==> config.mk <==
export PLATFORM = sky130hd
export DESIGN_NAME = nfc_seq_top
export DESIGN_NICKNAME = d
export VERILOG_FILES = /design/src/design/nfc_pin_phy.v /design/src/design/nfc_seq_top.v
export VERILOG_INCLUDE_DIRS = /design/src /design/src/design
export SDC_FILE = /design/constraint.sdc
export NUM_CORES = 1
export LEC_CHECK = 0
export BUFFER_PORTS_ARGS = -buffer_cell sky130_fd_sc_hd__buf_2
export CAP_MARGIN = 0
export CORE_MARGIN = 3
export CORE_UTILIZATION = 55
export DETAILED_ROUTE_END_ITERATION = 12
export PLACE_DENSITY_LB_ADDON = 0.2
export SYNTH_ARGS = -nofsm -noshare
export SYNTH_HDL_FRONTEND = slang
export SYNTH_SLANG_ARGS = --single-unit
export TNS_END_PERCENT = 5
==> constraint.sdc <==
create_clock -name clk_sys -period 6.2 [get_ports clk_sys]
set_input_delay 0.31 -clock clk_sys [delete_from_list [all_inputs] [get_ports clk_sys]]
set_output_delay 0.31 -clock clk_sys [all_outputs]
set_load 0.03 [all_outputs]
==> src/design/nfc_defs.vh <==
`ifndef NFC_DEFS_VH
`define NFC_DEFS_VH

// Flash command codes
`define NFC_CMD_READ        8'h00
`define NFC_CMD_PROG_CONF   8'h10
`define NFC_CMD_RD_COPYBACK 8'h35
`define NFC_CMD_ERASE_SETUP 8'h60
`define NFC_CMD_STATUS      8'h70
`define NFC_CMD_COPY_INPUT  8'h85
`define NFC_CMD_READ_ID     8'h90
`define NFC_CMD_ERASE_CONF  8'hD0
`define NFC_CMD_STATUS_PL   8'hF1
`define NFC_CMD_RESET       8'hFF
`define NFC_ID_ADDR         8'h00

// Status byte bit positions
`define NFC_ST_FAIL         0
`define NFC_ST_PL0_FAIL     1
`define NFC_ST_PL1_FAIL     2
`define NFC_ST_TRUE_RDY     5
`define NFC_ST_RDY          6
`define NFC_ST_WP_N         7
// Bits meaningful after 70h and after F1h
`define NFC_ST_MASK_70      8'hC1
`define NFC_ST_MASK_F1      8'hC7

// Page geometry and ID length
`define NFC_PAGE_BYTES      12'd2112
`define NFC_ID_BYTES        3'd5

// Register offsets (AXI4-Lite byte addresses)
`define NFC_REG_CTRL        4'h0
`define NFC_REG_ADDR        4'h4
`define NFC_REG_DATA        4'h8
`define NFC_REG_STAT        4'hC

// Control register fields
`define NFC_CTRL_OP_LSB     0
`define NFC_CTRL_CNT_LSB    4
`define NFC_CTRL_START      31

// Operation codes written to the control register
`define NFC_OP_RD_COPYBACK  3'd1
`define NFC_OP_COPY_PROG    3'd2
`define NFC_OP_ERASE        3'd3
`define NFC_OP_STATUS       3'd4
`define NFC_OP_STATUS_PL    3'd5
`define NFC_OP_READ_ID      3'd6
`define NFC_OP_RESET        3'd7

// Status register fields
`define NFC_STAT_BUSY       8
`define NFC_STAT_RB         9
`define NFC_STAT_FAIL       10
`define NFC_STAT_DAV        11

// Bus strobe width and hold time, in ns and in clk_sys cycles
`define NFC_T_STROBE_NS     24
`define NFC_T_STROBE_CYC    ((`NFC_T_STROBE_NS + 7) / 8)

// AXI responses
`define NFC_RESP_OKAY       2'b00
`define NFC_RESP_SLVERR     2'b10

`endif

==> src/design/nfc_pin_phy.v <==
`timescale 1ns/1ns
`default_nettype none
`include "nfc_defs.vh"

// One bus cycle on the flash pins: command, address, data write or data read
module nfc_pin_phy
(
   // Clock and reset
   input  wire       clk_sys,
   input  wire       nrst,
   // Request
   input  wire       req,
   input  wire [1:0] kind,
   input  wire [7:0] wdata,
   output reg        done,
   output reg  [7:0] rdata,
   // Pins
   output reg        cle,
   output reg        ale,
   output reg        write_strobe_n,
   output reg        read_strobe_n,
   output reg  [7:0] io_out,
   output reg        io_oe_n,
   input  wire [7:0] io_in
);
   localparam [1:0] K_CMD = 2'd0;
   localparam [1:0] K_ADR = 2'd1;
   localparam [1:0] K_WR  = 2'd2;
   localparam [1:0] K_RD  = 2'd3;
   localparam [1:0] P_IDLE = 2'd0;
   localparam [1:0] P_LOW  = 2'd1;
   localparam [1:0] P_HIGH = 2'd2;
   localparam integer T_CYC_I = `NFC_T_STROBE_CYC;
   localparam [3:0] T_CYC  = T_CYC_I[3:0];

   reg [1:0] ph_q;
   reg [3:0] cnt_q;
   reg [1:0] kind_q;
   reg [7:0] io_s1_q;
   reg [7:0] io_s2_q;

   always @(posedge clk_sys)
   begin
      io_s1_q <= io_in;
      io_s2_q <= io_s1_q;
   end

   always @(posedge clk_sys)
   begin
      if (!nrst)
      begin
         ph_q <= P_IDLE;
         cnt_q <= 4'h0;
         kind_q <= K_CMD;
         done <= 1'b0;
         rdata <= 8'h00;
         cle <= 1'b0;
         ale <= 1'b0;
         write_strobe_n <= 1'b1;
         read_strobe_n <= 1'b1;
         io_out <= 8'h00;
         io_oe_n <= 1'b1;
      end
      else
      begin
         done <= 1'b0;
         case (ph_q)
            P_IDLE:
               if (req)
               begin
                  kind_q <= kind;
                  cle <= (kind == K_CMD);
                  ale <= (kind == K_ADR);
                  io_out <= wdata;
                  io_oe_n <= (kind == K_RD);
                  write_strobe_n <= (kind == K_RD);
                  read_strobe_n <= (kind != K_RD);
                  cnt_q <= T_CYC;
                  ph_q <= P_LOW;
               end
            P_LOW:
               if (cnt_q > 4'h1)
                  cnt_q <= cnt_q - 4'h1;
               else
               begin
                  // Capture late, after two-stage sync has settled
                  if (kind_q == K_RD)
                     rdata <= io_s2_q;
                  write_strobe_n <= 1'b1;
                  read_strobe_n <= 1'b1;
                  cnt_q <= T_CYC;
                  ph_q <= P_HIGH;
               end
            P_HIGH:
               if (cnt_q > 4'h1)
                  cnt_q <= cnt_q - 4'h1;
               else
               begin
                  cle <= 1'b0;
                  ale <= 1'b0;
                  io_oe_n <= 1'b1;
                  done <= 1'b1;
                  ph_q <= P_IDLE;
               end
            default:
               ph_q <= P_IDLE;
         endcase
      end
   end
endmodule // nfc_pin_phy
`default_nettype wire

==> src/design/nfc_seq_top.v <==
`timescale 1ns/1ns
`default_nettype none
`include "nfc_defs.vh"

//-----------------------------------------------------------------
// Host sequencer for copy-back, erase, status and ID
//-----------------------------------------------------------------
// Contract
// RL1: 35h plus source address loads page
// RL2: Buffered page may be read out
// RL3: 85h plus destination starts copy-back
// RL4: Replacement bytes may be loaded repeatedly
// RL5: Programming starts only on 10h
// RL6: Busy via ready/busy and bit 6
// RL7: Decoder stays in status mode after
// RL8: 60h then three row address cycles
// RL9: Erase starts on D0h confirm
// RL10: Erase end releases ready, bit 0
// RL11: 70h accepted right after D0h
// RL12: Status driven on each read cycle
// RL13: Status updates live in status mode
// RL14: 00h needed to resume data reads
// RL15: 70h status bit encoding
// RL16: F1h per-plane status bit encoding
// RL17: Host masks unused status bits
// RL18: 90h, 00h, then five ID bytes
// RL19: Decoder stays in ID mode
// RL20: FFh aborts, clears, status C0h
// RL21: Busy allows only status and reset
module nfc_seq_top
(
   // Clock and reset
   input  wire        clk_sys,
   input  wire        nrst,
   // AXI4-Lite write
   input  wire [3:0]  s_axi_awaddr,
   input  wire        s_axi_awvalid,
   output reg         s_axi_awready,
   input  wire [31:0] s_axi_wdata,
   input  wire [3:0]  s_axi_wstrb,
   input  wire        s_axi_wvalid,
   output reg         s_axi_wready,
   output reg  [1:0]  s_axi_bresp,
   output reg         s_axi_bvalid,
   input  wire        s_axi_bready,
   // AXI4-Lite read
   input  wire [3:0]  s_axi_araddr,
   input  wire        s_axi_arvalid,
   output reg         s_axi_arready,
   output reg  [31:0] s_axi_rdata,
   output reg  [1:0]  s_axi_rresp,
   output reg         s_axi_rvalid,
   input  wire        s_axi_rready,
   // Flash pins
   output wire        cle,
   output wire        ale,
   output wire        write_strobe_n,
   output wire        read_strobe_n,
   output wire [7:0]  io_out,
   output wire        io_oe_n,
   input  wire [7:0]  io_in,
   input  wire        ready_busy_n
);
   localparam [3:0] S_IDLE  = 4'd0;
   localparam [3:0] S_CMD1  = 4'd1;
   localparam [3:0] S_ADDR  = 4'd2;
   localparam [3:0] S_CMD2  = 4'd3;
   localparam [3:0] S_WAIT  = 4'd4;
   localparam [3:0] S_XFER  = 4'd5;
   localparam [3:0] S_POLL  = 4'd6;
   localparam [3:0] S_PRD   = 4'd7;
   localparam [1:0] K_CMD = 2'd0;
   localparam [1:0] K_ADR = 2'd1;
   localparam [1:0] K_WR  = 2'd2;
   localparam [1:0] K_RD  = 2'd3;

   //-----------------------------------------------------------------
   // Registers
   //-----------------------------------------------------------------
   reg  [3:0]  st_q;
   reg  [2:0]  op_q;
   reg  [11:0] cnt_q;
   reg  [11:0] xfer_q;
   reg  [39:0] addr_q;
   reg  [2:0]  acnt_q;
   reg  [2:0]  anum_q;
   reg  [7:0]  wbyte_q;
   reg         wfull_q;
   reg  [7:0]  rbyte_q;
   reg         dav_q;
   reg  [7:0]  status_q;
   reg         fail_q;
   reg         rb_s1_q;
   reg         rb_s2_q;
   reg         req_q;
   reg  [1:0]  kind_q;
   reg  [7:0]  pdata_q;
   reg  [31:0] wd_q;
   reg  [3:0]  wa_q;
   reg         have_aw_q;
   reg         have_w_q;
   wire        ph_done;
   wire [7:0]  ph_rdata;

   // First-cycle command code per operation
   function [7:0] op_cmd1;
      input [2:0] op;
      begin
         case (op)
            `NFC_OP_RD_COPYBACK: op_cmd1 = `NFC_CMD_READ;          // [RL14]
            `NFC_OP_COPY_PROG:   op_cmd1 = `NFC_CMD_COPY_INPUT;    // [RL3]
            `NFC_OP_ERASE:       op_cmd1 = `NFC_CMD_ERASE_SETUP;   // [RL8]
            `NFC_OP_STATUS:      op_cmd1 = `NFC_CMD_STATUS;
            `NFC_OP_STATUS_PL:   op_cmd1 = `NFC_CMD_STATUS_PL;
            `NFC_OP_READ_ID:     op_cmd1 = `NFC_CMD_READ_ID;       // [RL18]
            default:             op_cmd1 = `NFC_CMD_RESET;         // [RL20]
         endcase
      end
   endfunction

   nfc_pin_phy u_phy
   (
      .clk_sys        (clk_sys),
      .nrst           (nrst),
      .req            (req_q),
      .kind           (kind_q),
      .wdata          (pdata_q),
      .done           (ph_done),
      .rdata          (ph_rdata),
      .cle            (cle),
      .ale            (ale),
      .write_strobe_n (write_strobe_n),
      .read_strobe_n  (read_strobe_n),
      .io_out         (io_out),
      .io_oe_n        (io_oe_n),
      .io_in          (io_in)
   );

   always @(posedge clk_sys)
   begin
      rb_s1_q <= ready_busy_n;
      rb_s2_q <= rb_s1_q;
   end

   //-----------------------------------------------------------------
   // AXI4-Lite slave and sequencer
   //-----------------------------------------------------------------
   wire wr_go = have_aw_q && have_w_q && !s_axi_bvalid;
   wire ctrl_go = wr_go && (wa_q == `NFC_REG_CTRL) && wd_q[`NFC_CTRL_START] && s_axi_wstrb[3];
   wire op_busy = (st_q != S_IDLE);
   wire [2:0] w_op = wd_q[2:0];

   always @(posedge clk_sys)
   begin
      if (!nrst)
      begin
         s_axi_awready <= 1'b0;
         s_axi_wready <= 1'b0;
         s_axi_bvalid <= 1'b0;
         s_axi_bresp <= `NFC_RESP_OKAY;
         s_axi_arready <= 1'b0;
         s_axi_rvalid <= 1'b0;
         s_axi_rresp <= `NFC_RESP_OKAY;
         s_axi_rdata <= 32'h0000_0000;
         have_aw_q <= 1'b0;
         have_w_q <= 1'b0;
         wa_q <= 4'h0;
         wd_q <= 32'h0000_0000;
         st_q <= S_IDLE;
         op_q <= 3'd0;
         cnt_q <= 12'h000;
         xfer_q <= 12'h000;
         addr_q <= 40'h00_0000_0000;
         acnt_q <= 3'd0;
         anum_q <= 3'd0;
         wbyte_q <= 8'h00;
         wfull_q <= 1'b0;
         rbyte_q <= 8'h00;
         dav_q <= 1'b0;
         status_q <= 8'h00;
         fail_q <= 1'b0;
         req_q <= 1'b0;
         kind_q <= K_CMD;
         pdata_q <= 8'h00;
      end
      else
      begin
         req_q <= 1'b0;
         s_axi_awready <= !have_aw_q && s_axi_awvalid && !s_axi_awready;
         s_axi_wready <= !have_w_q && s_axi_wvalid && !s_axi_wready;
         if (s_axi_awvalid && s_axi_awready)
         begin
            have_aw_q <= 1'b1;
            wa_q <= s_axi_awaddr;
         end
         if (s_axi_wvalid && s_axi_wready)
         begin
            have_w_q <= 1'b1;
            wd_q <= s_axi_wdata;
         end
         if (s_axi_bvalid && s_axi_bready)
            s_axi_bvalid <= 1'b0;
         if (wr_go)
         begin
            have_aw_q <= 1'b0;
            have_w_q <= 1'b0;
            s_axi_bvalid <= 1'b1;
            s_axi_bresp <= (wa_q == `NFC_REG_STAT) ? `NFC_RESP_SLVERR : `NFC_RESP_OKAY;
            if (wa_q == `NFC_REG_ADDR)
               addr_q[31:0] <= wd_q;
            if (wa_q == `NFC_REG_DATA)
            begin
               // Patch bytes for copy-back; a new write overwrites wbyte_q even if wfull_q is set
               wbyte_q <= wd_q[7:0];   // [RL4]
               wfull_q <= 1'b1;
            end
         end
         // Read channel, one outstanding read
         if (s_axi_rvalid && s_axi_rready)
            s_axi_rvalid <= 1'b0;
         s_axi_arready <= s_axi_arvalid && !s_axi_arready && !s_axi_rvalid;
         if (s_axi_arvalid && s_axi_arready)
         begin
            s_axi_rvalid <= 1'b1;
            s_axi_rresp <= `NFC_RESP_OKAY;
            case (s_axi_araddr)
               `NFC_REG_CTRL: s_axi_rdata <= {20'h00000, xfer_q};
               `NFC_REG_ADDR: s_axi_rdata <= addr_q[31:0];
               `NFC_REG_DATA: s_axi_rdata <= {23'h000000, dav_q, rbyte_q};
               `NFC_REG_STAT: s_axi_rdata <= {20'h00000, dav_q, fail_q, rb_s2_q, op_busy, status_q};
               default:       s_axi_rresp <= `NFC_RESP_SLVERR;
            endcase
            if (s_axi_araddr == `NFC_REG_DATA)
               dav_q <= 1'b0;
         end

         case (st_q)
            S_IDLE:
               if (ctrl_go)
               begin
                  op_q <= w_op;
                  xfer_q <= (w_op == `NFC_OP_READ_ID) ? {9'h000, `NFC_ID_BYTES} : wd_q[15:4];
                  cnt_q <= 12'h000;
                  acnt_q <= 3'd0;
                  // Erase takes row address only, page bits ignored by device
                  anum_q <= (w_op == `NFC_OP_ERASE) ? 3'd3 :       // [RL8]
                            (w_op == `NFC_OP_READ_ID) ? 3'd1 :
                            (w_op >= `NFC_OP_STATUS) ? 3'd0 : 3'd5;
                  pdata_q <= op_cmd1(w_op);
                  kind_q <= K_CMD;
                  req_q <= 1'b1;
                  st_q <= S_CMD1;
               end
            S_CMD1:
               if (ph_done)
               begin
                  if (anum_q != 3'd0)
                  begin
                     kind_q <= K_ADR;
                     // Erase skips the two column bytes
                     pdata_q <= (op_q == `NFC_OP_READ_ID) ? `NFC_ID_ADDR :   // [RL18]
                                (op_q == `NFC_OP_ERASE) ? addr_q[23:16] : addr_q[7:0];
                     if (op_q == `NFC_OP_ERASE)
                        addr_q <= {16'h0000, addr_q[39:16]};
                     req_q <= 1'b1;
                     st_q <= S_ADDR;
                  end
                  else if (op_q == `NFC_OP_RESET)
                     st_q <= S_WAIT;   // [RL20]
                  else if (op_q == `NFC_OP_STATUS || op_q == `NFC_OP_STATUS_PL)
                  begin
                     kind_q <= K_RD;   // [RL12]
                     req_q <= 1'b1;
                     st_q <= S_POLL;
                  end
                  else
                     st_q <= S_IDLE;
               end
            S_ADDR:
               if (ph_done)
               begin
                  if (acnt_q + 3'd1 < anum_q)
                  begin
                     acnt_q <= acnt_q + 3'd1;
                     pdata_q <= addr_q[15:8];
                     addr_q <= {8'h00, addr_q[39:8]};
                     req_q <= 1'b1;
                  end
                  else if (op_q == `NFC_OP_READ_ID)
                  begin
                     kind_q <= K_RD;   // [RL19]
                     req_q <= 1'b1;
                     st_q <= S_XFER;
                  end
                  else
                  begin
                     kind_q <= K_CMD;
                     pdata_q <= (op_q == `NFC_OP_RD_COPYBACK) ? `NFC_CMD_RD_COPYBACK :   // [RL1]
                                (op_q == `NFC_OP_ERASE) ? `NFC_CMD_ERASE_CONF :        // [RL9]
                                8'h00;
                     // Copy-back program loads patch data before confirming
                     if (op_q == `NFC_OP_COPY_PROG)
                        st_q <= S_XFER;   // [RL4]
                     else
                     begin
                        req_q <= 1'b1;
                        st_q <= S_CMD2;
                     end
                  end
               end
            S_CMD2:
               if (ph_done)
                  st_q <= S_WAIT;
            S_WAIT:
               // Device is busy; only a status read or reset may follow
               if (rb_s2_q)   // [RL21]
               begin
                  if (op_q == `NFC_OP_RD_COPYBACK)
                  begin
                     kind_q <= K_RD;   // [RL2]
                     if (xfer_q != 12'h000)
                        req_q <= 1'b1;
                     st_q <= (xfer_q != 12'h000) ? S_XFER : S_IDLE;
                  end
                  else if (op_q == `NFC_OP_RESET)
                     st_q <= S_IDLE;
                  else
                  begin
                     // Status read after program or erase, sent once ready returns
                     kind_q <= K_CMD;   // [RL11]
                     pdata_q <= `NFC_CMD_STATUS;
                     op_q <= `NFC_OP_STATUS;
                     req_q <= 1'b1;
                     st_q <= S_PRD;
                  end
               end
            S_XFER:
               if (kind_q == K_RD)
               begin
                  // No back-pressure: software must drain data in time
                  if (ph_done)
                  begin
                     rbyte_q <= ph_rdata;
                     dav_q <= 1'b1;
                     cnt_q <= cnt_q + 12'h001;
                     if (cnt_q + 12'h001 < xfer_q)
                        req_q <= 1'b1;
                     else
                        st_q <= S_IDLE;
                  end
               end
               else if (cnt_q >= xfer_q && kind_q != K_WR)
               begin
                  // Confirm only after the last patch byte has left the pins
                  kind_q <= K_CMD;
                  pdata_q <= `NFC_CMD_PROG_CONF;   // [RL5]
                  req_q <= 1'b1;
                  st_q <= S_CMD2;
               end
               else if (cnt_q < xfer_q && !req_q && (kind_q == K_WR ? ph_done : 1'b1) && wfull_q)
               begin
                  kind_q <= K_WR;
                  pdata_q <= wbyte_q;
                  wfull_q <= (wr_go && wa_q == `NFC_REG_DATA);
                  cnt_q <= cnt_q + 12'h001;
                  req_q <= 1'b1;
               end
               else if (kind_q == K_WR && ph_done)
                  kind_q <= K_ADR;
            S_PRD:
               if (ph_done)
               begin
                  kind_q <= K_RD;
                  req_q <= 1'b1;
                  st_q <= S_POLL;
               end
            S_POLL:
               if (ph_done)
               begin
                  // Mask unused bits before use
                  status_q <= ph_rdata & ((op_q == `NFC_OP_STATUS_PL) ?
                              `NFC_ST_MASK_F1 : `NFC_ST_MASK_70);   // [RL17] [RL15] [RL16]
                  fail_q <= ph_rdata[`NFC_ST_FAIL];   // [RL6] [RL10]
                  st_q <= S_IDLE;
               end
            default:
               st_q <= S_IDLE;
         endcase
      end
   end
endmodule // nfc_seq_top
`default_nettype wire

==> key figures <==
Clock network
  • # clock sinks: 227
  • H-Tree Depth: 1
  • Clock latency on the worst-skew pair: 0.54 ns
  • Root Driver: clkbuf_16
  • CTS max path bufs: 3
  • Clock tree from TritonCTS: yes
  • Clock-pin slew on the worst setup and hold paths: 0.06 ns
  • Cts bufs inserted: 24

Worst setup path
  • Crit path kind: reg -> reg
  • Worst r2r src: acnt_q[0]
  • Crit path DAT: 4.08 ns
  • Kind of end point of the critical path: register
  • Critical Path RT: 6.59 ns
  • R2r worst-path depth: 10
  • Setup crit start kind: register
  • Worst R2R Setup Slack: 2.51 ns
  • Reg2reg end: pdata_q[6]
  • Crit-path max FO: 14

Floorplanning
  • DIE AREA: 0.02072 mm^2
  • Starting density of the core: 57.10%
  • Core Region: 0.01833 mm^2
  • DIE HEIGHT: 143.9 um
  • Site row count: 49
  • # IOs: 114
  • Die width: 143.9 um

Layout
  • Fill count: ~1.6k
  • Commonest non-fill, non-tap cell in the layout: dfxtp_1
  • Share of cells above drive strength 1: 15.09%
  • Layout area overhead: 14.56%
  • Register area: 0.004544 mm^2
  • Commonest non-fill, non-tap cells in the layout: 227 x dfxtp_1, 183 x nand2_1, 145 x a21oi_1, 118 x nor2_1, 108 x buf_2
  • Finished Core Util: 65.41%
  • Multi-input logic area: about 0.0055 mm^2
  • ANT cells: 0
  • Nets@finish: 1407

Power
  • Sw power: just over 1 mW
  • P_leak: just under 5 nW
  • Flop pwr share: between 40% and 50%
  • Internal: 2.541 mW
  • Max IR drop VDD: 201.3 uV
  • Gate power share: 15.7%
  • Switching portion of total power: 28.76%
  • PwrDens: 297.5 mW/mm^2
  • Clock network fraction of total power: 39.9%
  • Design Power: 3.567 mW

Placed design
  • I/O Buffers: 108
  • Hpwl dp: slightly above 20 mm
  • Final GP Congestion: 0.9987

Timing
  • Period minus WS final: around 3.7 ns
  • Fmax: between 200 and 300 MHz
  • Worst Skew: 0.02299 ns
  • Worst Tran Pin Value: ~1.2 ns
  • Final Hold Vio Count: 0
  • Final TNS setup: 0 ns
  • Setup Viol. Count Final: 0
  • Slew HR: 21.09%
  • RSZ-0062 raised after global routing: no
  • Period utilization: 59.59%
  • Hold WS: 0.009599 ns
  • Max-slew violation count: 0

Min path
  • Hold EP: wd_q[31]
  • Hold Crit Depth: 3
  • Hold Crit Class: in -> reg
  • Hold path startpoint: s_axi_wdata[31]

Global route
  • Largest net degree at the start of global routing: 68
  • GR Overflow Total: 0
  • First-pass GRT wire length: 45.81 mm
  • Initial antenna violation count: 0
  • Vias in the first global route: 8610
  • GRT Overall Usage: 27.43%

Synth
  • Mapped Area: 0.01047 mm^2
  • Avg Cell Area, Syn: ~8.5 um^2
  • Yosys reg bits: between 200 and 250
  • Largest cells by area after synthesis: dfxtp_1 43%, a21oi_1 6.9%, nand2_1 6.6%
  • Mapped Cells: around 1.2k
  • Yosys top cell area share: 43.42%
  • Synth warn: 0
  • Post-synth EDFFs: 0
  • Count of cell types in the netlist: 70
  • Synth Flop Type: dfxtp_1
  • Sequential fraction of the synthesis area: 43.42%
  • Cell taking the most area after synthesis: dfxtp_1
  • FFs w/ async S/R, synth: 0%

Outcome
  • Status: complete, no violations

Route
  • Vias: 9384
  • Post-DR vias/cell: 6.012
  • Final WL: a little under 30 mm
  • DRC Markers: 0
  • Wire per inst: 18.59 um
  • Post-DRT Antenna Nets: 0
  • Detailed router's first-iteration violation count: around 940
  • First-pass DRT Iterations: 6

Job
  • Max-cap viol count: 0
-- worst max-delay path: stages (launching register included) --
cell	delay [ns]
dfxtp_1	0.33
ha_1	0.24
xor2_1	0.15
ha_1	0.30
a21o_1	0.19
a31oi_2	0.62
nor3b_1	0.13
o32a_1	0.39
or4_1	0.74
a2111oi_2	0.38
nor3_1	0.08
-- worst max-delay path by stage --
stage                 endpoint      start  cells past startpoint
floorplan           pdata_q[6]  acnt_q[0]                     11
CTS                 pdata_q[6]  acnt_q[0]                     10
global placement    pdata_q[6]  acnt_q[0]                     10
finish              pdata_q[6]  acnt_q[0]                     10
detailed placement  pdata_q[6]  acnt_q[0]                     10
global route        pdata_q[6]  acnt_q[0]                     10
-- per-stage QoR --
| stage | worst slack, ns | area [um^2] | std cells |
|---|---|---|---|
| floorplan | 3.288 | 10470 | 1234 |
| global placement | 2.622 | 11060 | 1503 |
| detailed placement | 2.580 | 11060 | 1503 |
| CTS | 2.529 | 11990 | 1561 |
| global route | 2.273 | 11990 | 1561 |
| finish | 2.506 | 11990 | 1561 |
-- cell families (layout without fill, tap and decap cells) --
| group | count (synthesis) | count (layout) | synth area share [%] |
|---|---|---|---|
| AO/OA/AOI/OAI | 321 | 321 | 20.07 |
| XOR/XNOR | 14 | 14 | 1.171 |
| adder cells (fa/ha/maj) | 33 | 33 | 3.945 |
| buffers and inverters | 101 | 199 | 3.802 |
| flip-flops | 227 | 227 | 43.42 |
| multiplexers | 71 | 71 | 7.089 |
| other | 1 | 2 | 0.03583 |
| AND/OR/NAND/NOR | 465 | 465 | 20.47 |
-- cell usage after synthesis (6+ instances only) --
master and instances:
nor2_1 118, nor4_1 6, nand4_1 11, buf_1 7, mux2_2 25, a211oi_1 9, dfxtp_1 227, o221ai_1 10
a22oi_1 11, nand2b_1 16, a222oi_1 13, nand3b_1 10, nor3_1 28, ha_1 33, clkbuf_1 63, inv_1 24
a221oi_1 8, xor2_1 10, nand2_1 183, a21oi_1 145, o211ai_1 7, mux2i_1 46, nor3b_1 8, and2_1 8
a22o_1 24, nand3_1 36, nor2b_1 13, and3_1 8, o21ai_0 42
-- sequential cells by signal (all words and copies together), names as in the netlist, 2 cells and up --
| signal | count |
|---|---|
| u_phy.io_s1_q | 8 |
| kind_q | 2 |
| addr_q | 32 |
| wd_q | 32 |
| op_q | 3 |
| rbyte_q | 8 |
| u_phy.cnt_q | 4 |
| pdata_q | 8 |
| acnt_q | 3 |
| u_phy.kind_q | 2 |
| st_q | 3 |
| wa_q | 4 |
| wbyte_q | 8 |
| u_phy.ph_q | 2 |
| s_axi_rdata | 32 |
| status_q | 5 |
| xfer_q | 12 |
| cnt_q | 12 |
| u_phy.io_out | 8 |
| u_phy.io_s2_q | 8 |
| anum_q | 3 |
| u_phy.rdata | 8 |
-- area by class of cell --
cell class              count  area share, %
clock buffers              33          5.458
clock inverters            11          1.117
inverters                  25         0.8035
multi-input cells         906          46.15
flip-flops and latches    227          37.90
well taps                 229          2.390
repair buffers            130          6.178
-- per-layer routing --
layer / GRT usage [%] / wire, um
met5: 0 / 0
met4: 8.969 / 1043
met3: 4.359 / 1960
met2: 42.82 / 12950
met1: 38.89 / 13070
-- timing repair --
| item | 4_1_cts | 5_1_grt |
|---|---|---|
| endpoints found under the hold margin | 14 | 0 |
| resized for setup | 0 | 0 |
| setup buffers | 0 | 0 |
| hold buffers | 14 | 0 |
-- power by group through the flow --
stage	sequential [mW]	clock, mW	combinational [mW]
floorplan	1.58	0	0.431
global placement	1.61	0	0.539
detailed placement	1.61	0	0.542
CTS	1.58	1.44	0.551
global route	1.59	1.50	0.616
finish	1.58	1.42	0.561
Power figures use the tool's default switching activity.
